### src/include/spo_pkg.sv
package spo_pkg;
    // Serial frame layout: one direction bit, address, data
    localparam int             SPI_ADDR_W     = 15;
    localparam int             SPI_DATA_W     = 8;
    localparam logic [4:0]     SPI_ADDR_LAST  = 5'h0F;   // Count at the last address bit
    localparam logic [4:0]     SPI_FRAME_LAST = 5'h17;   // Count at the last data bit
    localparam logic [4:0]     SPI_FRAME_LEN  = 5'h18;   // Count once the frame is full

    // Register offsets
    localparam logic [14:0]    ADDR_OVERRIDE  = 15'h0058;
    localparam logic [14:0]    ADDR_TRIM      = 15'h0059;
    localparam logic [14:0]    ADDR_PROG_RST  = 15'h005C;
    localparam logic [14:0]    ADDR_CAL_CTRL  = 15'h005D;
    localparam logic [14:0]    ADDR_CAL_STAT  = 15'h005E;

    // Override register fields
    localparam int             OVR_SEL_BIT    = 7;
    localparam int             OVR_SECOND_LSB = 4;
    localparam int             OVR_FIRST_LSB  = 2;
    localparam int             OVR_SE_BIT     = 1;
    localparam int             OVR_EN_BIT     = 0;

    // Other register fields
    localparam int             TRIM_W         = 7;
    localparam int             PROG_RST_BIT   = 0;
    localparam int             CAL_EN_BIT     = 0;
    localparam int             CAL_SETTLE_LSB = 4;
    localparam int             CAL_DONE_BIT   = 0;

    // Reset values
    localparam logic [7:0]     OVERRIDE_RST   = 8'h00;
    localparam logic [6:0]     TRIM_RST       = 7'h00;
    localparam logic           PROG_RST_RST   = 1'b0;
    localparam logic           CAL_EN_RST     = 1'b0;
    localparam logic [2:0]     CAL_SETTLE_RST = 3'h4;

    // Divided-reference output functions
    typedef enum logic [1:0] {
        SPO_REF_OFF  = 2'h0,
        SPO_REF_DIV1 = 2'h1,
        SPO_REF_DIV2 = 2'h2,
        SPO_REF_DIV4 = 2'h3
    } spo_ref_mode_t;
endpackage

### src/hw/spo_spi_slave.sv
`timescale 1ns/100ps
`default_nettype none
// Serial register port: 24-bit frames, MSB first, read flag first
module spo_spi_slave
    import spo_pkg::*;
(
    // Clock and reset
    input  wire logic                  clk,
    input  wire logic                  resetn,
    // Serial pins
    input  wire logic                  sclk,
    input  wire logic                  cs_n,
    input  wire logic                  sdi,
    output logic                       sdo,
    output logic                       sdo_oe,
    // Register side
    output logic [SPI_ADDR_W-1:0]      reg_addr,
    output logic [SPI_DATA_W-1:0]      reg_wdata,
    output logic                       reg_we,
    output logic                       reg_re,
    input  wire logic [SPI_DATA_W-1:0] reg_rdata
);
    logic        sclk_m_q, sclk_s_q, sclk_d_q;   // Clock synchroniser and edge history
    logic        cs_m_q, cs_s_q;                 // Select synchroniser
    logic        sdi_m_q, sdi_s_q;               // Data synchroniser
    logic [22:0] rx_q;                           // Received bits so far
    logic [4:0]  cnt_q;                          // Bits received in this frame
    logic        read_q;                         // Frame is a read
    logic        load_q;                         // Read data due for the shifter
    logic [7:0]  tx_q;                           // Outgoing read data
    logic        rise, fall, data_phase;

    assign rise       = sclk_s_q & ~sclk_d_q;
    assign fall       = ~sclk_s_q & sclk_d_q;
    assign data_phase = read_q && (cnt_q > SPI_ADDR_LAST);

    // Pins are asynchronous, so each passes two flops
    always_ff @(posedge clk or negedge resetn)
    begin
        if (!resetn)
        begin
            sclk_m_q <= 1'b0;
            sclk_s_q <= 1'b0;
            sclk_d_q <= 1'b0;
            cs_m_q   <= 1'b1;
            cs_s_q   <= 1'b1;
            sdi_m_q  <= 1'b0;
            sdi_s_q  <= 1'b0;
        end
        else
        begin
            sclk_m_q <= sclk;
            sclk_s_q <= sclk_m_q;
            sclk_d_q <= sclk_s_q;
            cs_m_q   <= cs_n;
            cs_s_q   <= cs_m_q;
            sdi_m_q  <= sdi;
            sdi_s_q  <= sdi_m_q;
        end
    end

    // Receive shifter, bit count and request strobes
    always_ff @(posedge clk or negedge resetn)
    begin
        if (!resetn)
        begin
            rx_q      <= '0;
            cnt_q     <= '0;
            read_q    <= 1'b0;
            reg_addr  <= '0;
            reg_wdata <= '0;
            reg_we    <= 1'b0;
            reg_re    <= 1'b0;
        end
        else
        begin
            reg_we <= 1'b0;
            reg_re <= 1'b0;
            if (cs_s_q)
            begin
                // Deselect aborts a partial frame
                cnt_q  <= '0;
                read_q <= 1'b0;
            end
            else if (rise && cnt_q != SPI_FRAME_LEN)
            begin
                rx_q  <= {rx_q[21:0], sdi_s_q};
                cnt_q <= cnt_q + 5'h01;
                if (cnt_q == SPI_ADDR_LAST)
                begin
                    reg_addr <= {rx_q[13:0], sdi_s_q};
                    read_q   <= rx_q[14];
                    reg_re   <= rx_q[14];
                end
                // Writes land only once all eight data bits are in
                if (cnt_q == SPI_FRAME_LAST && !read_q)
                begin
                    reg_wdata <= {rx_q[6:0], sdi_s_q};
                    reg_we    <= 1'b1;
                end
            end
        end
    end

    // Transmit shifter, changes on falling serial clock edges
    always_ff @(posedge clk or negedge resetn)
    begin
        if (!resetn)
        begin
            load_q <= 1'b0;
            tx_q   <= '0;
            sdo    <= 1'b0;
            sdo_oe <= 1'b0;
        end
        else
        begin
            load_q <= reg_re;
            sdo_oe <= !cs_s_q && data_phase;
            if (load_q)
                tx_q <= reg_rdata;
            else if (fall && data_phase && !cs_s_q)
            begin
                sdo  <= tx_q[7];
                tx_q <= {tx_q[6:0], 1'b0};
            end
        end
    end
endmodule
`default_nettype wire

### src/hw/spo_synth_ctrl.sv
`timescale 1ns/100ps
`default_nettype none
// Overview of operation
// - Bit 7 chooses straps or registers
// - Bits 5:4 set second output divide
// - Second output silent unless first runs
// - Bits 3:2 set first output divide
// - Pin mode: straps set both outputs
// - Bit 1 selects single-ended reference input
// - Bit 0 enables synthesizer in register mode
// - Seven-bit trim, calibration may overwrite
// - Tuned trim readable and rewritable
// - Clearing program reset starts enabled calibration
// - Done flag after finish or skip
module spo_synth_ctrl
    import spo_pkg::*;
#(
    parameter int TRIM_BITS = TRIM_W
)
(
    // Clock and reset
    input  wire logic                  clk,
    input  wire logic                  resetn,
    // Serial register pins
    input  wire logic                  sclk,
    input  wire logic                  cs_n,
    input  wire logic                  sdi,
    output logic                       sdo,
    output logic                       sdo_oe,
    // Strap pins
    input  wire logic                  synth_enable_pin,
    input  wire logic                  single_ended_ref_pin,
    input  wire logic                  clock_config_strap0,
    input  wire logic                  clock_config_strap1,
    // Calibration engine
    input  wire logic                  cal_trim_we,
    input  wire logic [TRIM_BITS-1:0]  cal_trim_value,
    input  wire logic                  cal_finish,
    output logic                       cal_start,
    output logic                       oscillator_cal_enable,
    output logic [2:0]                 cal_settle,
    // Synthesizer controls
    output logic                       synth_enable,
    output logic                       single_ended_ref_input,
    output logic [1:0]                 first_ref_clock_out,
    output logic [1:0]                 second_ref_clock_out,
    output logic [TRIM_BITS-1:0]       oscillator_frequency_trim,
    output logic                       synth_program_reset
);
    if (TRIM_BITS != TRIM_W)
        $error("TRIM_BITS must be 7");

    logic [SPI_ADDR_W-1:0] reg_addr;        // Current frame address
    logic [SPI_DATA_W-1:0] reg_wdata;       // Write data
    logic                  reg_we, reg_re;  // Request strobes
    logic [SPI_DATA_W-1:0] rdata;           // Read mux

    logic       register_control_select_q;  // Override select
    logic [1:0] second_ref_output_select_q; // Second output field
    logic [1:0] first_ref_output_select_q;  // First output field
    logic       single_ended_ref_override_q;
    logic       synth_enable_override_q;
    logic       cal_done_q;                 // Calibration finished or skipped

    logic [3:0] strap_m_q, strap_s_q;       // Strap synchroniser
    logic [1:0] eff_first_d, eff_second_d, strap_first, strap_second;
    logic       eff_en_d, eff_se_d, prog_clear;

    spo_spi_slave u_spi (
        .clk       (clk),
        .resetn    (resetn),
        .sclk      (sclk),
        .cs_n      (cs_n),
        .sdi       (sdi),
        .sdo       (sdo),
        .sdo_oe    (sdo_oe),
        .reg_addr  (reg_addr),
        .reg_wdata (reg_wdata),
        .reg_we    (reg_we),
        .reg_re    (reg_re),
        .reg_rdata (rdata)
    );

    // Write that drops the program reset bit from one to zero
    assign prog_clear = reg_we && reg_addr == ADDR_PROG_RST && !reg_wdata[PROG_RST_BIT] && synth_program_reset;

    // Straps are asynchronous levels
    always_ff @(posedge clk or negedge resetn)
    begin
        if (!resetn)
        begin
            strap_m_q <= '0;
            strap_s_q <= '0;
        end
        else
        begin
            strap_m_q <= {clock_config_strap1, clock_config_strap0, single_ended_ref_pin, synth_enable_pin};
            strap_s_q <= strap_m_q;
        end
    end

    // Strap decode of the two reference outputs
    always_comb
    begin
        case (strap_s_q[3:2])
            2'h0:
            begin
                strap_first  = SPO_REF_OFF;
                strap_second = SPO_REF_OFF;
            end
            2'h1:
            begin
                strap_first  = SPO_REF_DIV1;
                strap_second = SPO_REF_OFF;
            end
            2'h2:
            begin
                strap_first  = SPO_REF_DIV2;
                strap_second = SPO_REF_DIV2;
            end
            default:
            begin
                strap_first  = SPO_REF_DIV4;
                strap_second = SPO_REF_DIV4;
            end
        endcase
    end

    // Source selection between straps and register fields
    always_comb
    begin
        if (register_control_select_q)
        begin
            eff_first_d  = first_ref_output_select_q;
            eff_second_d = second_ref_output_select_q;
            eff_en_d     = synth_enable_override_q;
            eff_se_d     = single_ended_ref_override_q;
        end
        else
        begin
            eff_first_d  = strap_first;
            eff_second_d = strap_second;
            eff_en_d     = strap_s_q[0];
            eff_se_d     = strap_s_q[1];
        end
        // Second divider rides on the first one
        if (eff_first_d == SPO_REF_OFF)
            eff_second_d = SPO_REF_OFF;
    end

    // Registered synthesizer controls
    always_ff @(posedge clk or negedge resetn)
    begin
        if (!resetn)
        begin
            synth_enable           <= 1'b0;
            single_ended_ref_input <= 1'b0;
            first_ref_clock_out    <= SPO_REF_OFF;
            second_ref_clock_out   <= SPO_REF_OFF;
        end
        else
        begin
            synth_enable           <= eff_en_d;
            single_ended_ref_input <= eff_se_d;
            first_ref_clock_out    <= eff_first_d;
            second_ref_clock_out   <= eff_second_d;
        end
    end

    // Override register; reserved bit is not stored
    always_ff @(posedge clk or negedge resetn)
    begin
        if (!resetn)
        begin
            register_control_select_q   <= OVERRIDE_RST[OVR_SEL_BIT];
            second_ref_output_select_q  <= OVERRIDE_RST[OVR_SECOND_LSB +: 2];
            first_ref_output_select_q   <= OVERRIDE_RST[OVR_FIRST_LSB +: 2];
            single_ended_ref_override_q <= OVERRIDE_RST[OVR_SE_BIT];
            synth_enable_override_q     <= OVERRIDE_RST[OVR_EN_BIT];
        end
        else if (reg_we && reg_addr == ADDR_OVERRIDE)
        begin
            register_control_select_q   <= reg_wdata[OVR_SEL_BIT];
            second_ref_output_select_q  <= reg_wdata[OVR_SECOND_LSB +: 2];
            first_ref_output_select_q   <= reg_wdata[OVR_FIRST_LSB +: 2];
            single_ended_ref_override_q <= reg_wdata[OVR_SE_BIT];
            synth_enable_override_q     <= reg_wdata[OVR_EN_BIT];
        end
    end

    // Trim: the engine wins a same-cycle clash, register writes still land while it tunes
    always_ff @(posedge clk or negedge resetn)
    begin
        if (!resetn)
            oscillator_frequency_trim <= TRIM_RST;
        else if (cal_trim_we)
            oscillator_frequency_trim <= cal_trim_value;
        else if (reg_we && reg_addr == ADDR_TRIM)
            oscillator_frequency_trim <= reg_wdata[TRIM_BITS-1:0];
    end

    // Program reset and calibration control
    always_ff @(posedge clk or negedge resetn)
    begin
        if (!resetn)
        begin
            synth_program_reset   <= PROG_RST_RST;
            oscillator_cal_enable <= CAL_EN_RST;
            cal_settle            <= CAL_SETTLE_RST;
            cal_start             <= 1'b0;
        end
        else
        begin
            cal_start <= prog_clear && oscillator_cal_enable;
            if (reg_we && reg_addr == ADDR_PROG_RST)
                synth_program_reset <= reg_wdata[PROG_RST_BIT];
            if (reg_we && reg_addr == ADDR_CAL_CTRL)
            begin
                oscillator_cal_enable <= reg_wdata[CAL_EN_BIT];
                cal_settle            <= reg_wdata[CAL_SETTLE_LSB +: 3];
            end
        end
    end

    // Done flag: a finish in the clearing cycle still sets it
    always_ff @(posedge clk or negedge resetn)
    begin
        if (!resetn)
            cal_done_q <= 1'b0;
        else if (cal_finish || (prog_clear && !oscillator_cal_enable))
            cal_done_q <= 1'b1;
        else if (reg_we && reg_addr == ADDR_PROG_RST && reg_wdata[PROG_RST_BIT])
            cal_done_q <= 1'b0;
    end

    // Read mux; unmapped addresses read zero
    always_comb
    begin
        case (reg_addr)
            ADDR_OVERRIDE: rdata = {register_control_select_q, 1'b0, second_ref_output_select_q,
                                    first_ref_output_select_q, single_ended_ref_override_q,
                                    synth_enable_override_q};
            ADDR_TRIM:     rdata = {1'b0, oscillator_frequency_trim};
            ADDR_PROG_RST: rdata = {7'h00, synth_program_reset};
            ADDR_CAL_CTRL: rdata = {1'b0, cal_settle, 3'h0, oscillator_cal_enable};
            ADDR_CAL_STAT: rdata = {7'h00, cal_done_q};
            default:       rdata = 8'h00;
        endcase
    end
endmodule
`default_nettype wire

### config.mk
export PLATFORM = sky130hd
export DESIGN_NAME = spo_synth_ctrl
export DESIGN_NICKNAME = d
export VERILOG_FILES = /design/src/include/spo_pkg.sv /design/src/hw/spo_spi_slave.sv /design/src/hw/spo_synth_ctrl.sv
export SDC_FILE = /design/constraint.sdc
export NUM_CORES = 1
export LEC_CHECK = 0
export BUFFER_PORTS_ARGS = -buffer_cell sky130_fd_sc_hd__buf_2
export CORE_MARGIN = 3
export CORE_UTILIZATION = 45
export DETAILED_ROUTE_END_ITERATION = 10
export PLACE_DENSITY_LB_ADDON = 0.2
export SLEW_MARGIN = 20
export SYNTH_ARGS = -nofsm -noshare
export SYNTH_HDL_FRONTEND = slang
export SYNTH_HIERARCHICAL = 1
export SYNTH_SLANG_ARGS = --single-unit
### constraint.sdc
create_clock -name clk -period 6.9 [get_ports clk]
set_clock_uncertainty 0.1 [all_clocks]
set_input_delay 1.38 -clock clk [delete_from_list [all_inputs] [get_ports clk]]
set_output_delay 1.38 -clock clk [all_outputs]
set_load 0.005 [all_outputs]
# After elaboration in Yosys (flattened, before gate mapping)
# Index checks and enable logic that the tools add are counted.
[word_totals]
reg_bits = 99
[op_classes]
n_eq_ne = 10
reduce_logical = 33
n_addsub = 1
muxes = 25
magnitude_cmp = 1
bitwise = 6
[op_table]
columns = ["operator", "count"]
rows = [
  ["== test 15 x 7 -> 1 bit (second input constant)", 5],
  ["case mux 8 bit (5 select lines)", 1],
  ["2-to-1 mux 8 bit", 2],
  ["logical AND 1 bit", 15],
  ["2-to-1 mux 7 bit", 2],
  ["2-to-1 mux 1 bit", 13],
  ["2-to-1 mux 5 bit", 2],
  ["nonzero test 2 bit", 5],
  ["2-to-1 mux 2 bit", 3],
  ["case mux 2 bit (3 select lines)", 1],
  ["AND reduction 2 bit", 3],
  ["AND reduction 3 bit", 2],
  ["adder 5 x 1 -> 5 bit (second input constant)", 1],
  ["== test 5 x 4 -> 1 bit (second input constant)", 1],
  ["== test 5 bit (second input constant)", 1],
  ["> comparator 5 x 4 -> 1 bit (second input constant)", 1],
  ["!= test 5 bit (second input constant)", 1],
  ["logical NOT 1 bit", 4],
  ["logical NOT 2 bit", 2],
  ["inverter 1 bit", 4],
  ["case mux 2 bit (2 select lines)", 1],
  ["AND 1 bit", 2],
  ["== test 2 x 1 -> 1 bit (second input constant)", 1],
  ["== test 2 bit (second input constant)", 1],
  ["2 further kinds", 2],
]

# Logic depth before layout (Yosys ltp)
[depth]
ltp_word = 7
mapped_depth = 8
depth_no_buf = 6

# Hierarchy
# The synthesis kept the hierarchy.
[modules_own_cells]
columns = ["module", "seq_area_each_um2", "cells_per_inst", "area_per_inst_um2", "instances"]
rows = [
  ["spo_spi_slave", 1604.0, 183, 2586.2, 1],
  ["spo_synth_ctrl", 877.1, 138, 1636.6, 1],
]

# Worst setup path before layout
# Ideal clock, no wire load.
[synth_path]
kind = "reg-to-reg"
start = "register u_spi.cnt_q[0]"
end = "register u_spi.tx_q[2]"
t_arrival_ns = 2.186
path_stages_with_launch = 9
path_buffers = 2
period_less_slack_ns = 2.406
t_required_ns = 6.680
setup_slack_ns = 4.494
setup_time_ns = 0.120
cell_sequence = "dfrtp_1 > ha_1 > and3_1 > ha_1 > or3b_1 > clkbuf_2 > or3_1 > buf_6 > a31o_2"
[synth_via]
elab_chain_cells = 5
[synth_lines]
columns = ["item", "line_no", "rtl"]
rows = [
  ["start: declaration", "spo_spi_slave.sv:27", "logic [4:0] cnt_q;"],
  ["start signal: assignment", "spo_spi_slave.sv:88", "cnt_q <= cnt_q + 5'h01;"],
  ["> comparator 5 x 4 -> 1 bit", "spo_spi_slave.sv:35", "assign data_phase = read_q && (cnt_q > SPI_ADDR_LAST);"],
  ["logical AND 1 bit", "spo_spi_slave.sv:35", ""],
  ["logical AND 1 bit (2 in a row)", "spo_spi_slave.sv:121", "else if (fall && data_phase && !cs_s_q)"],
  ["nonzero test 2 bit (no source line)", "n/a", ""],
  ["end signal: assignment", "spo_spi_slave.sv:120", "tx_q <= reg_rdata;"],
  ["end signal: assignment", "spo_spi_slave.sv:124", "tx_q <= {tx_q[6:0], 1'b0};"],
  ["end: declaration", "spo_spi_slave.sv:30", "logic [7:0] tx_q;"],
]
# Every way passes these cells.
# A chain may end at the register's enable or synchronous reset.

# Final worst setup path
[layout_path]
start = "register u_spi.cnt_q[0]"
end = "register u_spi.tx_q[7]"
# The elaborated chain is that of the path after synthesis.

==> impl_metrics.py <==
metrics = {
    "pwr": {
        "power.internal_mw": 0.861,
        "p_comb_share_pct": 5.5,
        "switching_power_mw": 0.250,
        "clock_power_share_pct": 36.7,
        "cellLeakagePower_nw": 2.14,
        "maximum_vdd_drop_mv": 0.0944,
        "p_per_area_nw_per_um2": 237,
        "swShare_pct": 22.5,
        "power_frac_seq_pct": 57.8,
    },
    "floorplanning": {
        "fp.dieH_um": 103,
        "num_rows": 34,
        "floorplan.io_pins": 39,
        "dieWidth_um": 103,
        "effective_utilization_at_floorplan_pct": 47.3,
        "design.die.area_um2": 10600,
        "design.core.area_um2": 8930,
    },
    "synth": {
        "mappedNetlistNets": 342,
        "edff_count_synth": 0,
        "synth_cell_type_count": 52,
        "yosys_register_bits": 99,
        "post_synth_inst_count": 321,
        "netlist_area_um2": 4220,
        "ys_async_sr_fraction_pct": 100,
        "yosysSeqAreaShare_pct": 58.8,
        "per_instance_average_area_after_synthesis_um2": 13.2,
        "synth-main-ff-cell": "sky130_fd_sc_hd__dfrtp_1",
        "synthesis.yosys.warnings": 6,
    },
    "clock_network": {
        "path_clk_slew_ps": 90,
        "cts_tree": "built",
        "clock_tree.root_cell": "sky130_fd_sc_hd__clkbuf_8",
        "clock_insertion_delay_worst_skew_ps": 350,
        "cts_inserted_buffers": 9,
        "max-clock-path-buffers": 2,
        "cts_setup_buffers": 0,
        "cts.hold.buffers_added": 0,
        "cts_resized": 0,
        "cts-htree-levels": 3,
        "clock_sink_count": 99,
    },
    "timing": {
        "report.final.slew_viol_count": 0,
        "timing.slew.headroom_pct": 44.9,
        "report.final.hold_viol_count": 0,
        "fmax_ghz": 0.393,
        "timing_worst_slew_pin_value_ps": 826,
        "layout_worst_path_cycle_share_pct": 36.9,
        "report.final.setup_viol": 0,
        "setup_tns_ps": 0,
        "final_period_minus_worst_setup_slack_ps": 2540,
        "hold_ws_ps": 258,
        "rsz_0062_raised_after_global_routing": "false",
    },
    "drt": {
        "drtIter0Drc": 125,
        "wl_per_cell_um": 16.7,
        "wirelength_um": 7820,
        "remaining_drc_errors": 0,
        "detail_route.first_pass.iterations": 5,
        "detail_route.vias_per_cell": 5.53,
        "antenna_violating_nets_post_route": 0,
        "vias": 2586,
    },
    "worst_setup_path": {
        "critical_path.top_delay_family": "simple AND/OR/NAND/NOR gates",
        "timing.critical_path.fanout_max": 7,
        "start_kind": "flop",
        "critical_path.endpoint_type": "flop",
        "critical_path.cell_chain": "ha_1, and3_1, ha_1, or3b_1, or3_1, o311ai_1",
        "critical_path.n_buffers_inverters": 0,
        "worst-endpoint-required_ps": 7050,
        "cpMostUsedCell": "sky130_fd_sc_hd__ha_1",
        "critPathKind": "reg2reg",
        "cell_type_of_the_slowest_stage_on_the_worst_timing_path": "sky130_fd_sc_hd__or3_1",
        "worst-endpoint-arrival_ps": 2690,
        "cp_slowest_stage_delay_ps": 520,
    },
    "global_route": {
        "grt_pass1_vias": 2463,
        "grt_start_max_net_pins": 69,
        "gr_overflow_total": 0,
        "grt_usage_pct": 15.7,
        "grt_pass1_wl_um": 12600,
        "grt_antenna_before_repair": 0,
    },
    "place": {
        "routabilityCongestion": 0.821,
        "dp.final_hpwl_um": 5410,
        "port-buffer-count": 38,
        "post_dp_cell_area_um2": 4460,
    },
    "finish": {
        "final_area_um2": 4680,
        "post_route_cells_drive_above_1_share_pct": 32.2,
        "antenna_cells": 0,
        "syn_to_final_growth_pct": 10.9,
        "layout.core_utilization_pct": 52.4,
        "finalNetCount": 376,
    },
    "status": {
        "run_status": "finished clean",
    },
    "flow_run": {
        "cap_violations": 0,
    },
    "worst_hold_path": {
        "worst_hold_path_type": "reg2reg",
    },
}
-- cell usage after synthesis (2+ instances only) --
master                     instances  area (µm²)
sky130_fd_sc_hd__nor3_1            3        15.0
sky130_fd_sc_hd__mux2_4            7         105
sky130_fd_sc_hd__a31oi_1           7        43.8
sky130_fd_sc_hd__nand2b_1          5        31.3
sky130_fd_sc_hd__nor3b_1           3        22.5
sky130_fd_sc_hd__mux2i_1          17         170
sky130_fd_sc_hd__nand4_1           2        12.5
sky130_fd_sc_hd__dfstp_2           3        78.8
sky130_fd_sc_hd__dfrtp_1          96        2400
sky130_fd_sc_hd__inv_1             9        33.8
sky130_fd_sc_hd__buf_2             2        10.0
sky130_fd_sc_hd__or4_1             2        15.0
sky130_fd_sc_hd__nor2_1            8        30.0
sky130_fd_sc_hd__a21oi_1          12        60.1
sky130_fd_sc_hd__nand2_1          13        48.8
sky130_fd_sc_hd__ha_1              3        37.5
sky130_fd_sc_hd__nor4bb_1          2        20.0
sky130_fd_sc_hd__or3_1             2        12.5
sky130_fd_sc_hd__buf_6             2        22.5
sky130_fd_sc_hd__mux2_2           46         518
sky130_fd_sc_hd__nor2b_1           9        56.3
sky130_fd_sc_hd__nand3_1           7        35.0
sky130_fd_sc_hd__a22oi_1           3        22.5
sky130_fd_sc_hd__buf_4             2        15.0
sky130_fd_sc_hd__clkbuf_1          8        30.0
sky130_fd_sc_hd__o21ai_0          17        85.1
sky130_fd_sc_hd__and4_1            3        26.3
sky130_fd_sc_hd__and4b_1           2        20.0
sky130_fd_sc_hd__and3_1            3        18.8
-- state kept, by name, indices dropped and copies added (netlist names), 2 cells and up --
| signal | flops |
|---|---|
| u_spi/reg_addr | 15 |
| u_spi/rx_q | 15 |
| u_spi/reg_wdata | 8 |
| u_spi/tx_q | 8 |
| oscillator_frequency_trim | 7 |
| u_spi/cnt_q | 5 |
| strap_m_q | 4 |
| strap_s_q | 4 |
| cal_settle | 3 |
| first_ref_clock_out | 2 |
| first_ref_output_select_q | 2 |
| second_ref_clock_out | 2 |
| second_ref_output_select_q | 2 |
-- power groups by stage --
stage,sequential (mW),clock (mW),combinational (mW)
2_1_floorplan,0.643,0,0.0360
3_3_place_gp,0.653,0,0.0614
3_5_place_dp,0.655,0,0.0626
4_1_cts,0.643,0.422,0.0629
5_1_grt,0.649,0.445,0.0697
6_report,0.642,0.408,0.0610
-- cell families (layout without fill, tap and decap cells) --
group	after synthesis	after routing	synth area share, %
buffers and inverters	25	64	3.23
and+or+nand+nor	73	73	11.0
muxes	70	70	18.8
DFF	99	99	58.8
AOI/OAI and AO/OA	51	51	7.38
adders and majority gates	3	3	0.889
-- metal layers --
metal / share of wire, % / vias up / global-route usage (%) / wire, µm
li1: - / 1229 / - / -
met3: 2.8 / 11 / 3.65 / 218
met4: 1.5 / 0 / 5.28 / 118
met1: 49 / 1309 / 22.1 / 3800
met2: 47 / 37 / 24.2 / 3690
met5: 0 / - / 0 / 0
-- cell type report --
cell class	count	area (µm²)
well taps	108	135
repair buffers	39	200
flip-flops and latches	99	2480
clock inverters	5	85.1
multi-input cells	197	1610
inverters	9	33.8
clock buffers	11	141
fillers	789	4250
-- worst paths after layout --
| path | start | to | slack (ps) | cells after the start |
|---|---|---|---|---|
| worst min-delay path | strap_m_q[1] | strap_s_q[1] | 260 | 0 |
| min in group asynchronous | resetn | u_spi/sdo | 840 | 1 |
| max in group asynchronous | resetn | u_spi/reg_addr[2] | 4690 | 2 |
| worst max register to register | u_spi/cnt_q[0] | u_spi/tx_q[7] | 4360 | 6 |
| worst min register to register | strap_m_q[1] | strap_s_q[1] | 260 | 0 |
| worst max-delay path | u_spi/cnt_q[0] | u_spi/tx_q[7] | 4360 | 6 |
-- layout by cell type (no fill, tap or decap), types with 8 or more instances in the layout --
master	Yosys	routed
sky130_fd_sc_hd__mux2_2	46	46
sky130_fd_sc_hd__nand2_1	13	13
sky130_fd_sc_hd__nor2_1	8	8
sky130_fd_sc_hd__mux2i_1	17	17
sky130_fd_sc_hd__nor2b_1	9	9
sky130_fd_sc_hd__inv_1	9	9
sky130_fd_sc_hd__clkbuf_8	0	10
sky130_fd_sc_hd__o21ai_0	17	17
sky130_fd_sc_hd__buf_2	2	37
sky130_fd_sc_hd__a21oi_1	12	12
sky130_fd_sc_hd__dfrtp_1	96	96
-- through the flow --
step / cells / power [mW] / setup slack, ps
after floorplan: 321 / 0.679 / 4490
after global placement: 452 / 0.714 / 4210
after detailed placement: 452 / 0.717 / 4190
after CTS: 468 / 1.13 / 4350
after global routing: 468 / 1.16 / 4210
final: 468 / 1.11 / 4360
(Power assumes the default switching activity.)
